`config.mk`:
```
export PLATFORM = sky130hd
export DESIGN_NAME = ocpwm_unit
export DESIGN_NICKNAME = d
export VERILOG_FILES = /design/src/hw/ocpwm_pkg.sv /design/src/hw/ocpwm_tick_sel.sv /design/src/hw/ocpwm_match.sv /design/src/hw/ocpwm_unit.sv
export SDC_FILE = /design/constraint.sdc
export NUM_CORES = 1
export LEC_CHECK = 0
export ABC_AREA = 1
export BUFFER_PORTS_ARGS = -buffer_cell sky130_fd_sc_hd__buf_2
export CORE_ASPECT_RATIO = 2
export CORE_MARGIN = 2
export CORE_UTILIZATION = 30
export CTS_BUF_LIST = sky130_fd_sc_hd__clkbuf_2 sky130_fd_sc_hd__clkbuf_4 sky130_fd_sc_hd__clkbuf_8
export DETAILED_ROUTE_END_ITERATION = 10
export PLACE_DENSITY_LB_ADDON = 0.2
export SLEW_MARGIN = 20
export SYNTH_ARGS = -nofsm -noshare
export SYNTH_HDL_FRONTEND = slang
export SYNTH_HIERARCHICAL = 1
export SYNTH_SLANG_ARGS = --single-unit
```
`constraint.sdc`:
```
create_clock -name clk_i -period 9.3 [get_ports clk_i]
set_clock_uncertainty 0.2 [all_clocks]
set_input_delay 1.86 -clock clk_i [delete_from_list [all_inputs] [get_ports clk_i]]
set_output_delay 1.86 -clock clk_i [all_outputs]
set_load 0.01 [all_outputs]
```
`src/hw/ocpwm_pkg.sv`:
```
package ocpwm_pkg;

    // Register port geometry.
    localparam int ADDR_W = 3;
    localparam int DATA_W = 16;

    // Register word addresses on the plain register port.
    localparam logic [2:0] OFS_CON1 = 3'h0;
    localparam logic [2:0] OFS_CON2 = 3'h1;
    localparam logic [2:0] OFS_PRI = 3'h2;
    localparam logic [2:0] OFS_SEC = 3'h3;
    localparam logic [2:0] OFS_TMR = 3'h4;
    localparam logic [2:0] OFS_STAT = 3'h5;

    // Field positions in compare_control_reg_one.
    localparam int CON1_TBSEL_LSB = 10;
    localparam int CON1_TCLR_BIT = 3;
    localparam int CON1_MODE_LSB = 0;
    // Field positions in compare_control_reg_two.
    localparam int CON2_CASC_BIT = 8;
    localparam int CON2_TRIG_BIT = 7;
    localparam int CON2_TSTAT_BIT = 6;
    localparam int CON2_SYNC_LSB = 0;
    // Field positions in the status register.
    localparam int STAT_IRQ_BIT = 0;
    localparam int STAT_PIN_BIT = 1;
    localparam int STAT_ST_LSB = 2;

    // Time base sources: five timer ticks plus the system clock.
    localparam int TB_TICKS = 5;
    localparam logic [2:0] TB_SYSCLK = 3'h7;
    localparam logic [2:0] TB_LAST_TIMER = 3'h4;

    // Sync source codes and counter limits.
    localparam logic [4:0] SYNC_NONE = 5'h00;
    localparam logic [4:0] SYNC_SELF = 5'h1f;
    localparam logic [15:0] TMR_MAX = 16'hffff;
    localparam logic [15:0] TMR_ZERO = 16'h0000;

    typedef enum logic [2:0] {
        MODE_OFF = 3'h0,
        MODE_SS_HI = 3'h1,
        MODE_SS_LO = 3'h2,
        MODE_TOGGLE = 3'h3,
        MODE_DBL_SS = 3'h4,
        MODE_DBL_CONT = 3'h5,
        MODE_PWM_EDGE = 3'h6,
        MODE_PWM_CTR = 3'h7
    } ocpwm_mode_t;

    // Gray coded along idle, armed, run, done.
    typedef enum logic [1:0] {
        ST_IDLE = 2'h0,
        ST_ARMED = 2'h1,
        ST_RUN = 2'h3,
        ST_DONE = 2'h2
    } ocpwm_state_t;

    typedef struct packed {
        logic [2:0] tbsel;
        logic trig_clr_mode;
        ocpwm_mode_t mode;
    } ocpwm_con1_t;

    typedef struct packed {
        logic cascade;
        logic trig_sel;
        logic [4:0] sync_sel;
    } ocpwm_con2_t;

    typedef struct packed {
        logic a;
        logic b;
        logic p;
    } ocpwm_match_t;

    localparam ocpwm_con1_t CON1_RST = '{tbsel: 3'h0, trig_clr_mode: 1'b0, mode: MODE_OFF};
    localparam ocpwm_con2_t CON2_RST = '{cascade: 1'b0, trig_sel: 1'b0, sync_sel: SYNC_NONE};
    localparam logic [15:0] CMP_RST = 16'h0000;

endpackage

```
`src/hw/ocpwm_tick_sel.sv`:
```
`timescale 1ns/1ps
module ocpwm_tick_sel
    import ocpwm_pkg::*;
(
    input wire logic [2:0] tbsel_i,
    input wire logic [TB_TICKS-1:0] tb_tick_i,
    input wire logic casc_even_i,
    input wire logic casc_carry_i,
    output logic adv_o
);

    // Picks the count enable: partner carry in a cascade, else the chosen source.
    always_comb begin
        if (casc_even_i) begin
            adv_o = casc_carry_i;
        end else if (tbsel_i == TB_SYSCLK) begin
            adv_o = 1'b1;
        end else if (tbsel_i <= TB_LAST_TIMER) begin
            adv_o = tb_tick_i[tbsel_i];
        end else begin
            adv_o = 1'b0;
        end
    end

endmodule

```
`src/hw/ocpwm_match.sv`:
```
`timescale 1ns/1ps
module ocpwm_match
    import ocpwm_pkg::*;
(
    input wire logic [15:0] tmr_i,
    input wire logic [15:0] val_a_i,
    input wire logic [15:0] val_b_i,
    input wire logic [15:0] val_p_i,
    input wire logic adv_i,
    input wire logic casc_even_i,
    input wire logic casc_a_i,
    input wire logic casc_b_i,
    output ocpwm_match_t hit_o
);

    // A match counts once per count value; the high half's a and b matches take the low half's match in place of the count enable.
    always_comb begin
        hit_o.p = adv_i && (tmr_i == val_p_i);
        if (casc_even_i) begin
            hit_o.a = (tmr_i == val_a_i) && casc_a_i;
            hit_o.b = (tmr_i == val_b_i) && casc_b_i;
        end else begin
            hit_o.a = adv_i && (tmr_i == val_a_i);
            hit_o.b = adv_i && (tmr_i == val_b_i);
        end
    end

endmodule

```
`src/hw/ocpwm_unit.sv`:
```
`timescale 1ns/1ps
module ocpwm_unit
    import ocpwm_pkg::*;
#(
    parameter bit EVEN_UNIT = 1'b0
) (
    input wire logic clk_i,
    input wire logic rst_i,
    input wire logic [ADDR_W-1:0] reg_addr_i,
    input wire logic [DATA_W-1:0] reg_wdata_i,
    input wire logic reg_we_i,
    input wire logic reg_re_i,
    output logic [DATA_W-1:0] reg_rdata_o,
    input wire logic [TB_TICKS-1:0] tb_tick_i,
    input wire logic [31:0] sync_evt_i,
    input wire logic casc_carry_i,
    input wire logic casc_pri_match_i,
    input wire logic casc_sec_match_i,
    output logic casc_carry_o,
    output logic casc_pri_match_o,
    output logic casc_sec_match_o,
    output logic comp_out_o,
    output logic comp_irq_flag_o
);

    ocpwm_con1_t con1_q;
    ocpwm_con2_t con2_q;
    logic [15:0] pri_q;
    logic [15:0] sec_q;
    logic [15:0] pri_buf_q;
    logic [15:0] sec_buf_q;
    logic [15:0] tmr_q;
    logic [15:0] tmr_d;
    logic [15:0] val_a;
    logic [15:0] val_b;
    logic [15:0] rd_mux;
    logic [15:0] rdata_q;
    ocpwm_state_t state_q;
    ocpwm_state_t state_d;
    ocpwm_match_t hit;
    logic trig_stat_q;
    logic irq_q;
    logic pin_q;
    logic pin_d;
    logic carry_q;
    logic pri_m_q;
    logic sec_m_q;
    logic wr_con1;
    logic wr_con2;
    logic wr_pri;
    logic wr_sec;
    logic wr_stat;
    logic casc_even;
    logic trig_mode;
    logic sync_mode;
    logic adv;
    logic src_evt;
    logic running;
    logic sync_rst;
    logic wrap;
    logic period_end;
    logic pwm_mode;
    logic single_mode;
    logic double_mode;
    logic load_buf;
    logic shot_fin;
    logic irq_evt;

    // Center-aligned edge: pulse of width duty centered in the period.
    function automatic logic [15:0] ctr_edge(input logic [15:0] per, input logic [15:0] duty,
                                             input logic fall);
        logic [15:0] rise;
        rise = (per >> 1) - (duty >> 1);
        ctr_edge = fall ? 16'(rise + duty) : rise;
    endfunction

    // Write strobes per register.
    assign wr_con1 = reg_we_i && (reg_addr_i == OFS_CON1);
    assign wr_con2 = reg_we_i && (reg_addr_i == OFS_CON2);
    assign wr_pri = reg_we_i && (reg_addr_i == OFS_PRI);
    assign wr_sec = reg_we_i && (reg_addr_i == OFS_SEC);
    assign wr_stat = reg_we_i && (reg_addr_i == OFS_STAT);

    // Mode decode.
    assign casc_even = EVEN_UNIT && con2_q.cascade;
    assign trig_mode = (con2_q.sync_sel != SYNC_NONE) && con2_q.trig_sel && !casc_even;
    assign sync_mode = (con2_q.sync_sel != SYNC_NONE) && !trig_mode;
    assign pwm_mode = con1_q.mode[2] && con1_q.mode[1];
    assign single_mode = !con1_q.mode[2] && (con1_q.mode != MODE_OFF);
    assign double_mode = (con1_q.mode == MODE_DBL_SS) || (con1_q.mode == MODE_DBL_CONT);
    assign running = (state_q == ST_RUN) || (state_q == ST_DONE);

    // Count enable from the selected time base.
    ocpwm_tick_sel u_tick (
        .tbsel_i(con1_q.tbsel),
        .tb_tick_i(tb_tick_i),
        .casc_even_i(casc_even),
        .casc_carry_i(casc_carry_i),
        .adv_o(adv)
    );

    // Compare points: center mode derives its edges from the buffered pair.
    assign val_a = (con1_q.mode == MODE_PWM_CTR) ? ctr_edge(sec_buf_q, pri_buf_q, 1'b0)
                                                 : pri_buf_q;
    assign val_b = (con1_q.mode == MODE_PWM_CTR) ? ctr_edge(sec_buf_q, pri_buf_q, 1'b1)
                                                 : sec_buf_q;

    ocpwm_match u_match (
        .tmr_i(tmr_q),
        .val_a_i(val_a),
        .val_b_i(val_b),
        .val_p_i(sec_buf_q),
        .adv_i(adv),
        .casc_even_i(casc_even),
        .casc_a_i(casc_pri_match_i),
        .casc_b_i(casc_sec_match_i),
        .hit_o(hit)
    );

    // Source event: own period match for code 1f, else the selected input.
    assign src_evt = (con2_q.sync_sel == SYNC_SELF) ? hit.p : sync_evt_i[con2_q.sync_sel];
    assign sync_rst = sync_mode && src_evt && running;
    assign wrap = running && adv && (tmr_q == TMR_MAX) && !sync_rst;
    assign period_end = sync_rst || wrap;

    // Counter: held at zero unless running, cleared by sync, else counts up.
    always_comb begin
        if (!running) begin
            tmr_d = TMR_ZERO;
        end else if (sync_rst) begin
            tmr_d = TMR_ZERO;
        end else if (adv) begin
            tmr_d = 16'(tmr_q + 16'h0001);
        end else begin
            tmr_d = tmr_q;
        end
    end

    always_ff @(posedge clk_i or posedge rst_i) begin
        if (rst_i) begin
            tmr_q <= TMR_ZERO;
        end else begin
            tmr_q <= tmr_d;
        end
    end

    // A single-shot ends on its last edge.
    assign shot_fin = hit.a && ((con1_q.mode == MODE_SS_HI) || (con1_q.mode == MODE_SS_LO))
                      || hit.b && (con1_q.mode == MODE_DBL_SS);

    // Run sequence: idle, armed (waiting for start), run, done.
    always_comb begin
        state_d = state_q;
        case (state_q)
            ST_IDLE: begin
                if (con1_q.mode != MODE_OFF) begin
                    state_d = ST_ARMED;
                end
            end
            ST_ARMED: begin
                if (con1_q.mode == MODE_OFF) begin
                    state_d = ST_IDLE;
                end else if (!trig_mode || trig_stat_q) begin
                    state_d = ST_RUN;
                end
            end
            ST_RUN: begin
                if (con1_q.mode == MODE_OFF) begin
                    state_d = ST_IDLE;
                end else if (wr_con1 || (trig_mode && !trig_stat_q)) begin
                    state_d = ST_ARMED;
                end else if (shot_fin) begin
                    state_d = ST_DONE;
                end
            end
            ST_DONE: begin
                if (con1_q.mode == MODE_OFF) begin
                    state_d = ST_IDLE;
                end else if (wr_con1) begin
                    state_d = ST_ARMED;
                end else if (trig_mode && !trig_stat_q) begin
                    state_d = ST_ARMED;
                end
            end
            default: begin
                state_d = ST_IDLE;
            end
        endcase
    end

    always_ff @(posedge clk_i or posedge rst_i) begin
        if (rst_i) begin
            state_q <= ST_IDLE;
        end else begin
            state_q <= state_d;
        end
    end

    // Output level per mode.
    always_comb begin
        pin_d = pin_q;
        case (state_q)
            ST_IDLE: begin
                pin_d = 1'b0;
            end
            ST_ARMED: begin
                pin_d = (con1_q.mode == MODE_SS_LO) ||
                        ((con1_q.mode == MODE_PWM_EDGE) && (pri_q != CMP_RST));
            end
            ST_RUN: begin
                case (con1_q.mode)
                    MODE_SS_HI: begin
                        if (hit.a) begin
                            pin_d = 1'b1;
                        end
                    end
                    MODE_SS_LO: begin
                        if (hit.a) begin
                            pin_d = 1'b0;
                        end
                    end
                    MODE_TOGGLE: begin
                        if (hit.a) begin
                            pin_d = ~pin_q;
                        end
                    end
                    MODE_DBL_SS, MODE_DBL_CONT, MODE_PWM_CTR: begin
                        if (hit.a) begin
                            pin_d = 1'b1;
                        end
                        if (hit.b) begin
                            pin_d = 1'b0;
                        end
                    end
                    MODE_PWM_EDGE: begin
                        if (hit.a) begin
                            pin_d = 1'b0;
                        end
                        if (period_end) begin
                            pin_d = (pri_q != CMP_RST);
                        end
                    end
                    default: begin
                        pin_d = pin_q;
                    end
                endcase
            end
            default: begin
                pin_d = pin_q;
            end
        endcase
    end

    always_ff @(posedge clk_i or posedge rst_i) begin
        if (rst_i) begin
            pin_q <= 1'b0;
        end else begin
            pin_q <= pin_d;
        end
    end

    // Software-visible control and compare registers.
    always_ff @(posedge clk_i or posedge rst_i) begin
        if (rst_i) begin
            con1_q <= CON1_RST;
            con2_q <= CON2_RST;
            pri_q <= CMP_RST;
            sec_q <= CMP_RST;
        end else begin
            if (wr_con1) begin
                con1_q.tbsel <= reg_wdata_i[CON1_TBSEL_LSB +: 3];
                con1_q.trig_clr_mode <= reg_wdata_i[CON1_TCLR_BIT];
                con1_q.mode <= ocpwm_mode_t'(reg_wdata_i[CON1_MODE_LSB +: 3]);
            end
            if (wr_con2) begin
                con2_q.cascade <= reg_wdata_i[CON2_CASC_BIT];
                con2_q.trig_sel <= reg_wdata_i[CON2_TRIG_BIT];
                con2_q.sync_sel <= reg_wdata_i[CON2_SYNC_LSB +: 5];
            end
            if (wr_pri) begin
                pri_q <= reg_wdata_i;
            end
            if (wr_sec) begin
                sec_q <= reg_wdata_i;
            end
        end
    end

    // Hidden buffers follow the registers except while a PWM period runs.
    assign load_buf = !pwm_mode || !running || period_end;

    always_ff @(posedge clk_i or posedge rst_i) begin
        if (rst_i) begin
            pri_buf_q <= CMP_RST;
            sec_buf_q <= CMP_RST;
        end else if (load_buf) begin
            pri_buf_q <= pri_q;
            sec_buf_q <= sec_q;
        end
    end

    // Trigger status: hardware set wins over both clears.
    always_ff @(posedge clk_i or posedge rst_i) begin
        if (rst_i) begin
            trig_stat_q <= 1'b0;
        end else if (trig_mode && src_evt) begin
            trig_stat_q <= 1'b1;
        end else if (wr_con2) begin
            trig_stat_q <= reg_wdata_i[CON2_TSTAT_BIT];
        end else if (con1_q.trig_clr_mode && hit.b && running) begin
            trig_stat_q <= 1'b0;
        end
    end

    // Interrupt flag: sticky, write one to clear, a new event wins.
    assign irq_evt = (state_q == ST_RUN) && ((single_mode && hit.a) ||
                     (double_mode && hit.b) || (pwm_mode && period_end));

    always_ff @(posedge clk_i or posedge rst_i) begin
        if (rst_i) begin
            irq_q <= 1'b0;
        end else if (irq_evt) begin
            irq_q <= 1'b1;
        end else if (wr_stat && reg_wdata_i[STAT_IRQ_BIT]) begin
            irq_q <= 1'b0;
        end
    end

    // Cascade handoff to the partner unit, registered.
    always_ff @(posedge clk_i or posedge rst_i) begin
        if (rst_i) begin
            carry_q <= 1'b0;
            pri_m_q <= 1'b0;
            sec_m_q <= 1'b0;
        end else begin
            carry_q <= wrap;
            pri_m_q <= hit.a;
            sec_m_q <= hit.b;
        end
    end

    // Read image of the addressed register.
    always_comb begin
        rd_mux = 16'h0000;
        case (reg_addr_i)
            OFS_CON1: begin
                rd_mux[CON1_TBSEL_LSB +: 3] = con1_q.tbsel;
                rd_mux[CON1_TCLR_BIT] = con1_q.trig_clr_mode;
                rd_mux[CON1_MODE_LSB +: 3] = con1_q.mode;
            end
            OFS_CON2: begin
                rd_mux[CON2_CASC_BIT] = con2_q.cascade;
                rd_mux[CON2_TRIG_BIT] = con2_q.trig_sel;
                rd_mux[CON2_TSTAT_BIT] = trig_stat_q;
                rd_mux[CON2_SYNC_LSB +: 5] = con2_q.sync_sel;
            end
            OFS_PRI: rd_mux = pri_q;
            OFS_SEC: rd_mux = sec_q;
            OFS_TMR: rd_mux = tmr_q;
            OFS_STAT: begin
                rd_mux[STAT_IRQ_BIT] = irq_q;
                rd_mux[STAT_PIN_BIT] = pin_q;
                rd_mux[STAT_ST_LSB +: 2] = state_q;
            end
            default: rd_mux = 16'h0000;
        endcase
    end

    // Read data stand only in the cycle after the read strobe.
    always_ff @(posedge clk_i or posedge rst_i) begin
        if (rst_i) begin
            rdata_q <= 16'h0000;
        end else begin
            rdata_q <= reg_re_i ? rd_mux : 16'h0000;
        end
    end

    assign reg_rdata_o = rdata_q;
    assign comp_out_o = pin_q;
    assign comp_irq_flag_o = irq_q;
    assign casc_carry_o = carry_q;
    assign casc_pri_match_o = pri_m_q;
    assign casc_sec_match_o = sec_m_q;
endmodule

```
---- Yosys cells after proc, flatten, opt, wreduce, memory -nomap -nowiden ----
Index checks and enable logic that the tools add are counted.
storage, ports and cells
  bits in registers ....................... 118
  bits of input ports ..................... 63
  output and inout port bits .............. 21
  word-level logic and storage cells ...... 155
cells by class
  add/subtract/negate cells ............... 3
  magnitude comparators ................... 3
  equal/unequal tests ..................... 28
  mux-type cells .......................... 42
  bitwise logic cells ..................... 1
  reductions and logical operators ........ 59
operator list
  cell                                                         number
  2-to-1 mux 16 bit                                            6
  == test 16 bit                                               3
  logical AND 1 bit                                            29
  case mux 3 bit (4 select lines)                              2
  case mux 4 bit (6 select lines)                              1
  == test 3 bit (second input constant)                        7
  2-to-1 mux 2 bit                                             9
  adder 16 x 1 -> 16 bit (second input constant)               1
  adder 16 bit                                                 1
  == test 16 bit (second input constant)                       1
  nonzero test 16 bit                                          1
  subtractor 15 x 15 -> 16 bit                                 1
  2-to-1 mux 1 bit                                             15
  == test 3 x 2 -> 1 bit (second input constant)               4
  logical OR 1 bit                                             12
  case mux 1 bit (3 select lines)                              3
  case mux 3 bit (3 select lines)                              1
  nonzero test 3 bit                                           3
  case mux 2 bit (4 select lines)                              1
  == test 3 x 1 -> 1 bit (second input constant)               2
  zero test 1 bit                                              6
  zero test 3 bit                                              2
  less-than comparator 5 x 6 -> 1 bit (second input constant)  1
  != test 3 bit (second input constant)                        2
  21 further kinds                                             22

---- Logic depth before layout (Yosys ltp) ----
  depth in word-level cells ............... 15
  gate-level depth with buffers ........... 33
  mapped depth without buffers ............ 33

---- By module ----
The synthesis kept the hierarchy.
modules (own cells, without submodules)
  module          instances  cells an instance  area each (um^2)  sequential area each (um^2)
  ocpwm_unit      1          952                7225.7            2952.8
  ocpwm_match     1          154                747.0             0.0
  ocpwm_tick_sel  1          22                 92.6              0.0

---- Least setup slack after synthesis ----
OpenSTA, ideal clock, no wires.
  path kind ............................... flip-flop to flip-flop
  start ................................... register sec_buf_q[1]
  end ..................................... register state_q[1]
  library setup time ...................... 120 ps
  arrival time ............................ 4186 ps
  data required time ...................... 8980 ps
  slack ................................... 4794 ps
  cell stages (with the launch flop) ...... 30
  buffers on the path ..................... 0
  clock period less this slack ............ 4506 ps
  cells stage by stage .................... dfrtp_1 -> inv_1 -> ha_1 -> inv_1 -> fa_1 -> a21oi_1 -> o21ai_0 -> a21boi_0 -> o211ai_1 -> nand2_1 -> inv_1 -> ha_1 -> a21oi_1 -> o21bai_1 -> a21oi_1 -> nand2_1 -> nor3_1 -> o21ai_0 -> nand2_1 -> xnor2_1 -> nand2_1 -> nor2_1 -> nand3_1 -> nor2_1 -> a32o_1 -> nor2_1 -> nor3_1 -> nand3_1 -> o21ai_0 -> inv_1
RTL lines
  what                    RTL line           text
  from (decl)             ocpwm_unit.sv:31   logic [15:0] sec_buf_q;
  from (signal assigned)  ocpwm_unit.sv:298  sec_buf_q <= sec_q;
  to (signal assigned)    ocpwm_unit.sv:195  state_q <= state_d;
  to (decl)               ocpwm_unit.sv:38   ocpwm_state_t state_q;

==> results.py <==
metrics = {
    "finish": {
        "synthToLayoutAreaGrowth_pct": 14.7,
        "drive_gt1_share_pct": 12.5,
        "fin_nets": 1305,
        "final_area_um2": 9250,
    },
    "floorplanning": {
        "die_w_um": 120,
        "ios": 84,
        "die_h_um": 236,
        "coreArea_um2": 26400,
        "die-area_um2": 28300,
        "start_util_pct": 30.6,
        "fp-row-count": 84,
    },
    "worst_setup_path": {
        "required_ns": 9.45,
        "crit_end": "state_q[1]$_DFFE_PP0P_",
        "critical_path.startpoint": "sec_buf_q[1]$_DFFE_PP0P_",
        "critPathKind": "reg -> reg",
        "arrival_ns": 6.42,
        "end_kind": "flip-flop",
        "worstReg2RegEnd": "state_q[1]$_DFFE_PP0P_",
        "reg2reg_setup_slack_ns": 3.03,
        "cpMostUsedCell": "inv_1",
        "cp_slowest_cell": "nor2_1",
        "slowest_delay_ns": 0.55,
        "crit_fanout": 5,
        "cp-start-kind": "flip-flop",
        "reg2reg_depth": 29,
        "rr_startpoint": "sec_buf_q[1]$_DFFE_PP0P_",
    },
    "timing": {
        "relSlewSlack_pct": 27.9,
        "max_freq_ghz": 0.160,
        "fin_crit_sh_pct": 67.4,
        "fin_crit_ns": 6.27,
        "finalMaxSlewViolations": 0,
        "holdWs_ns": 0.297,
        "hold_viol_final": 0,
        "setup_viol_count_final": 0,
        "fin_setup_tns_ns": 0,
        "rsz0062_at_grt": "no",
        "tightest_slew_ns": 1.08,
    },
    "cts": {
        "clock_sinks": 118,
        "cts_resized": 0,
        "cts.clk_slew.worst_paths_ns": 0.08,
        "cts_root_buf": "clkbuf_8",
        "cts_tree": "yes",
        "cts_hold_buf": 0,
        "cts-htree-levels": 4,
        "cts_buffer_depth": 2,
        "cts_post_setup_buffers_inserted": 0,
        "cts_buffers": 17,
        "worstSkewPairLatency_ns": 0.46,
    },
    "global_routing": {
        "gr-total-overflow": 0,
        "grtUsageTotal_pct": 19.8,
        "antenna_found_initial": 1,
        "grt_max_degree": 67,
        "grt_pass1_wl_um": 42200,
        "grt_pass1_vias": 7725,
    },
    "placed_design": {
        "place_area_um2": 8810,
        "io_buffers": 82,
        "dp_hpwl_um": 21400,
        "routabilityCongestion": 0.863,
    },
    "power": {
        "powerDensity_nw_per_um2": 271,
        "p_leak_nw": 4.62,
        "vdd_ir_drop_max_uv": 148,
    },
    "logic_synthesis": {
        "yosysUniqueCellTypes": 47,
        "synth.avg_cell_area_um2": 7.15,
        "synth_ff_type": "dfrtp_1",
        "ys_warn_count": 6,
        "seq_area_frac_synth_pct": 36.6,
        "synth_edf_count": 0,
        "async_reset_ff_share_pct": 100,
        "syn_inst": 1128,
        "synth_seq_cells": 118,
        "syn-cell-area_um2": 8070,
    },
    "route": {
        "num_vias": 7642,
        "drc": 0,
        "drt-vias-per-instance": 4.89,
        "drt-total-wl_um": 27100,
        "wl_per_cell_um": 17.3,
        "drt_first_pass_iters": 5,
        "ant_nets": 0,
        "drt-initial-drc-count": 367,
    },
    "run_status": {
        "status": "complete, no violations",
    },
    "worst_hold_path": {
        "hold_class": "reg -> reg",
    },
    "job": {
        "drv_cap": 0,
    },
}
[how the worst min path moves through the flow]
stage / from / cells past startpoint / to
after floorplan: con2_q[4]$_DFFE_PP0P_ / 2 / con2_q[4]$_DFFE_PP0P_
after global placement: con2_q[6]$_DFFE_PP0P_ / 2 / con2_q[6]$_DFFE_PP0P_
after detailed placement: con2_q[6]$_DFFE_PP0P_ / 2 / con2_q[6]$_DFFE_PP0P_
after CTS: con2_q[4]$_DFFE_PP0P_ / 2 / con2_q[4]$_DFFE_PP0P_
after global routing: sec_q[13]$_DFFE_PP0P_ / 2 / sec_q[13]$_DFFE_PP0P_
final: con2_q[4]$_DFFE_PP0P_ / 2 / con2_q[4]$_DFFE_PP0P_
[cell usage in the layout (no fill, tap or decap), types with 34 or more instances in the layout]
master   count
xor2_1      35
a21oi_1     42
dfrtp_1    118
ha_1        34
inv_1      137
nand3_1     61
o21ai_0    124
nand2_1    327
nor2_1      77
buf_2       82
[sequential cells by signal, indices dropped and copies added, names as in the netlist]
| name | count |
|---|---|
| trig_stat_q | 1 |
| state_q | 2 |
| comp_out_o | 1 |
| casc_carry_o | 1 |
| comp_irq_flag_o | 1 |
| sec_buf_q | 16 |
| pri_q | 16 |
| pri_buf_q | 16 |
| tmr_q | 16 |
| con2_q | 7 |
| reg_rdata_o | 16 |
| casc_pri_match_o | 1 |
| con1_q | 7 |
| casc_sec_match_o | 1 |
| sec_q | 16 |
[per-layer routing]
layer	global-route usage (%)	vias to the layer above	wire, um
met2	39.3	167	15600
met1	19.1	3592	9640
met3	2.47	56	632
li1	-	3827	-
met4	10.2	0	1250
met5	0	-	0
[worst max-delay path: cells and delay by family (launching register included)]
| family | cells | cell delay [ns] |
|---|---|---|
| simple gates | 13 | 2.28 |
| flops | 1 | 0.38 |
| compound gates | 7 | 1.83 |
| xor+xnor | 1 | 0.15 |
| buf+inv | 5 | 0.36 |
| fa+ha+maj | 3 | 0.94 |
[power by group]
| group | total (mW) | switching, mW | internal (mW) | leakage [nW] |
|---|---|---|---|---|
| clock | 0.535 | 0.230 | 0.305 | 0.225 |
| combinational | 1.24 | 0.793 | 0.450 | 2.87 |
| sequential | 0.729 | 0.127 | 0.602 | 1.53 |
[cells by family after synthesis]
logic type	Yosys count	share of synthesized area (%)
simple gates	511	26.4
compound gates	217	15.1
buf+inv	184	9.01
flops	118	36.6
xor+xnor	52	5.65
fa+ha+maj	36	5.77
mux	9	1.44
other cells	1	0.0465
[layout make-up]
type	instances	area, um^2
diodes	1	2.50
clock buffers	19	262
clock inverters	13	179
fillers	2843	17100
inverters	152	573
multi-input cells	831	4410
flip-flops and latches	118	2950
well taps	344	430
repair buffers	86	440
[synthesized netlist by cell type, types with 2 or more instances]
master / n / area, um^2
a21boi_0: 3 / 22.5
a21oi_1: 42 / 210
a221oi_1: 11 / 96.3
a22o_1: 2 / 17.5
a31oi_1: 8 / 50.1
a41oi_1: 2 / 17.5
buf_2: 5 / 25.0
buf_6: 4 / 45.0
clkbuf_1: 23 / 86.3
clkinv_1: 4 / 15.0
dfrtp_1: 118 / 2950
fa_1: 2 / 40.0
ha_1: 34 / 425
inv_1: 138 / 518
inv_2: 10 / 37.5
mux2_2: 5 / 56.3
mux2_4: 4 / 60.1
nand2_1: 328 / 1230
nand3_1: 61 / 305
nand4_1: 10 / 62.6
nor2_1: 79 / 297
nor2_2: 2 / 12.5
nor3_1: 12 / 60.1
nor3b_1: 4 / 30.0
nor4_1: 8 / 50.1
o211ai_1: 2 / 15.0
o21ai_0: 124 / 621
o21ai_1: 2 / 10.0
o21bai_1: 3 / 22.5
o22ai_1: 7 / 43.8
o31ai_1: 4 / 30.0
or2_2: 2 / 12.5
xnor2_1: 17 / 149
xor2_1: 35 / 307
[through the flow]
stage / total power [mW] / util [%] / worst slack, ns / instances
after floorplan: 1.61 / - / 4.11 / 1133
after global placement: 1.97 / 33.4 / 3.01 / 1531
after detailed placement: 1.98 / 33.4 / 3.05 / 1531
after CTS: 2.52 / 35.1 / 3.00 / 1563
after global routing: 2.72 / 35.1 / 2.57 / 1564
final: 2.51 / 35.1 / 3.03 / 1564
Note: power is estimated with default switching activity, not from simulation.
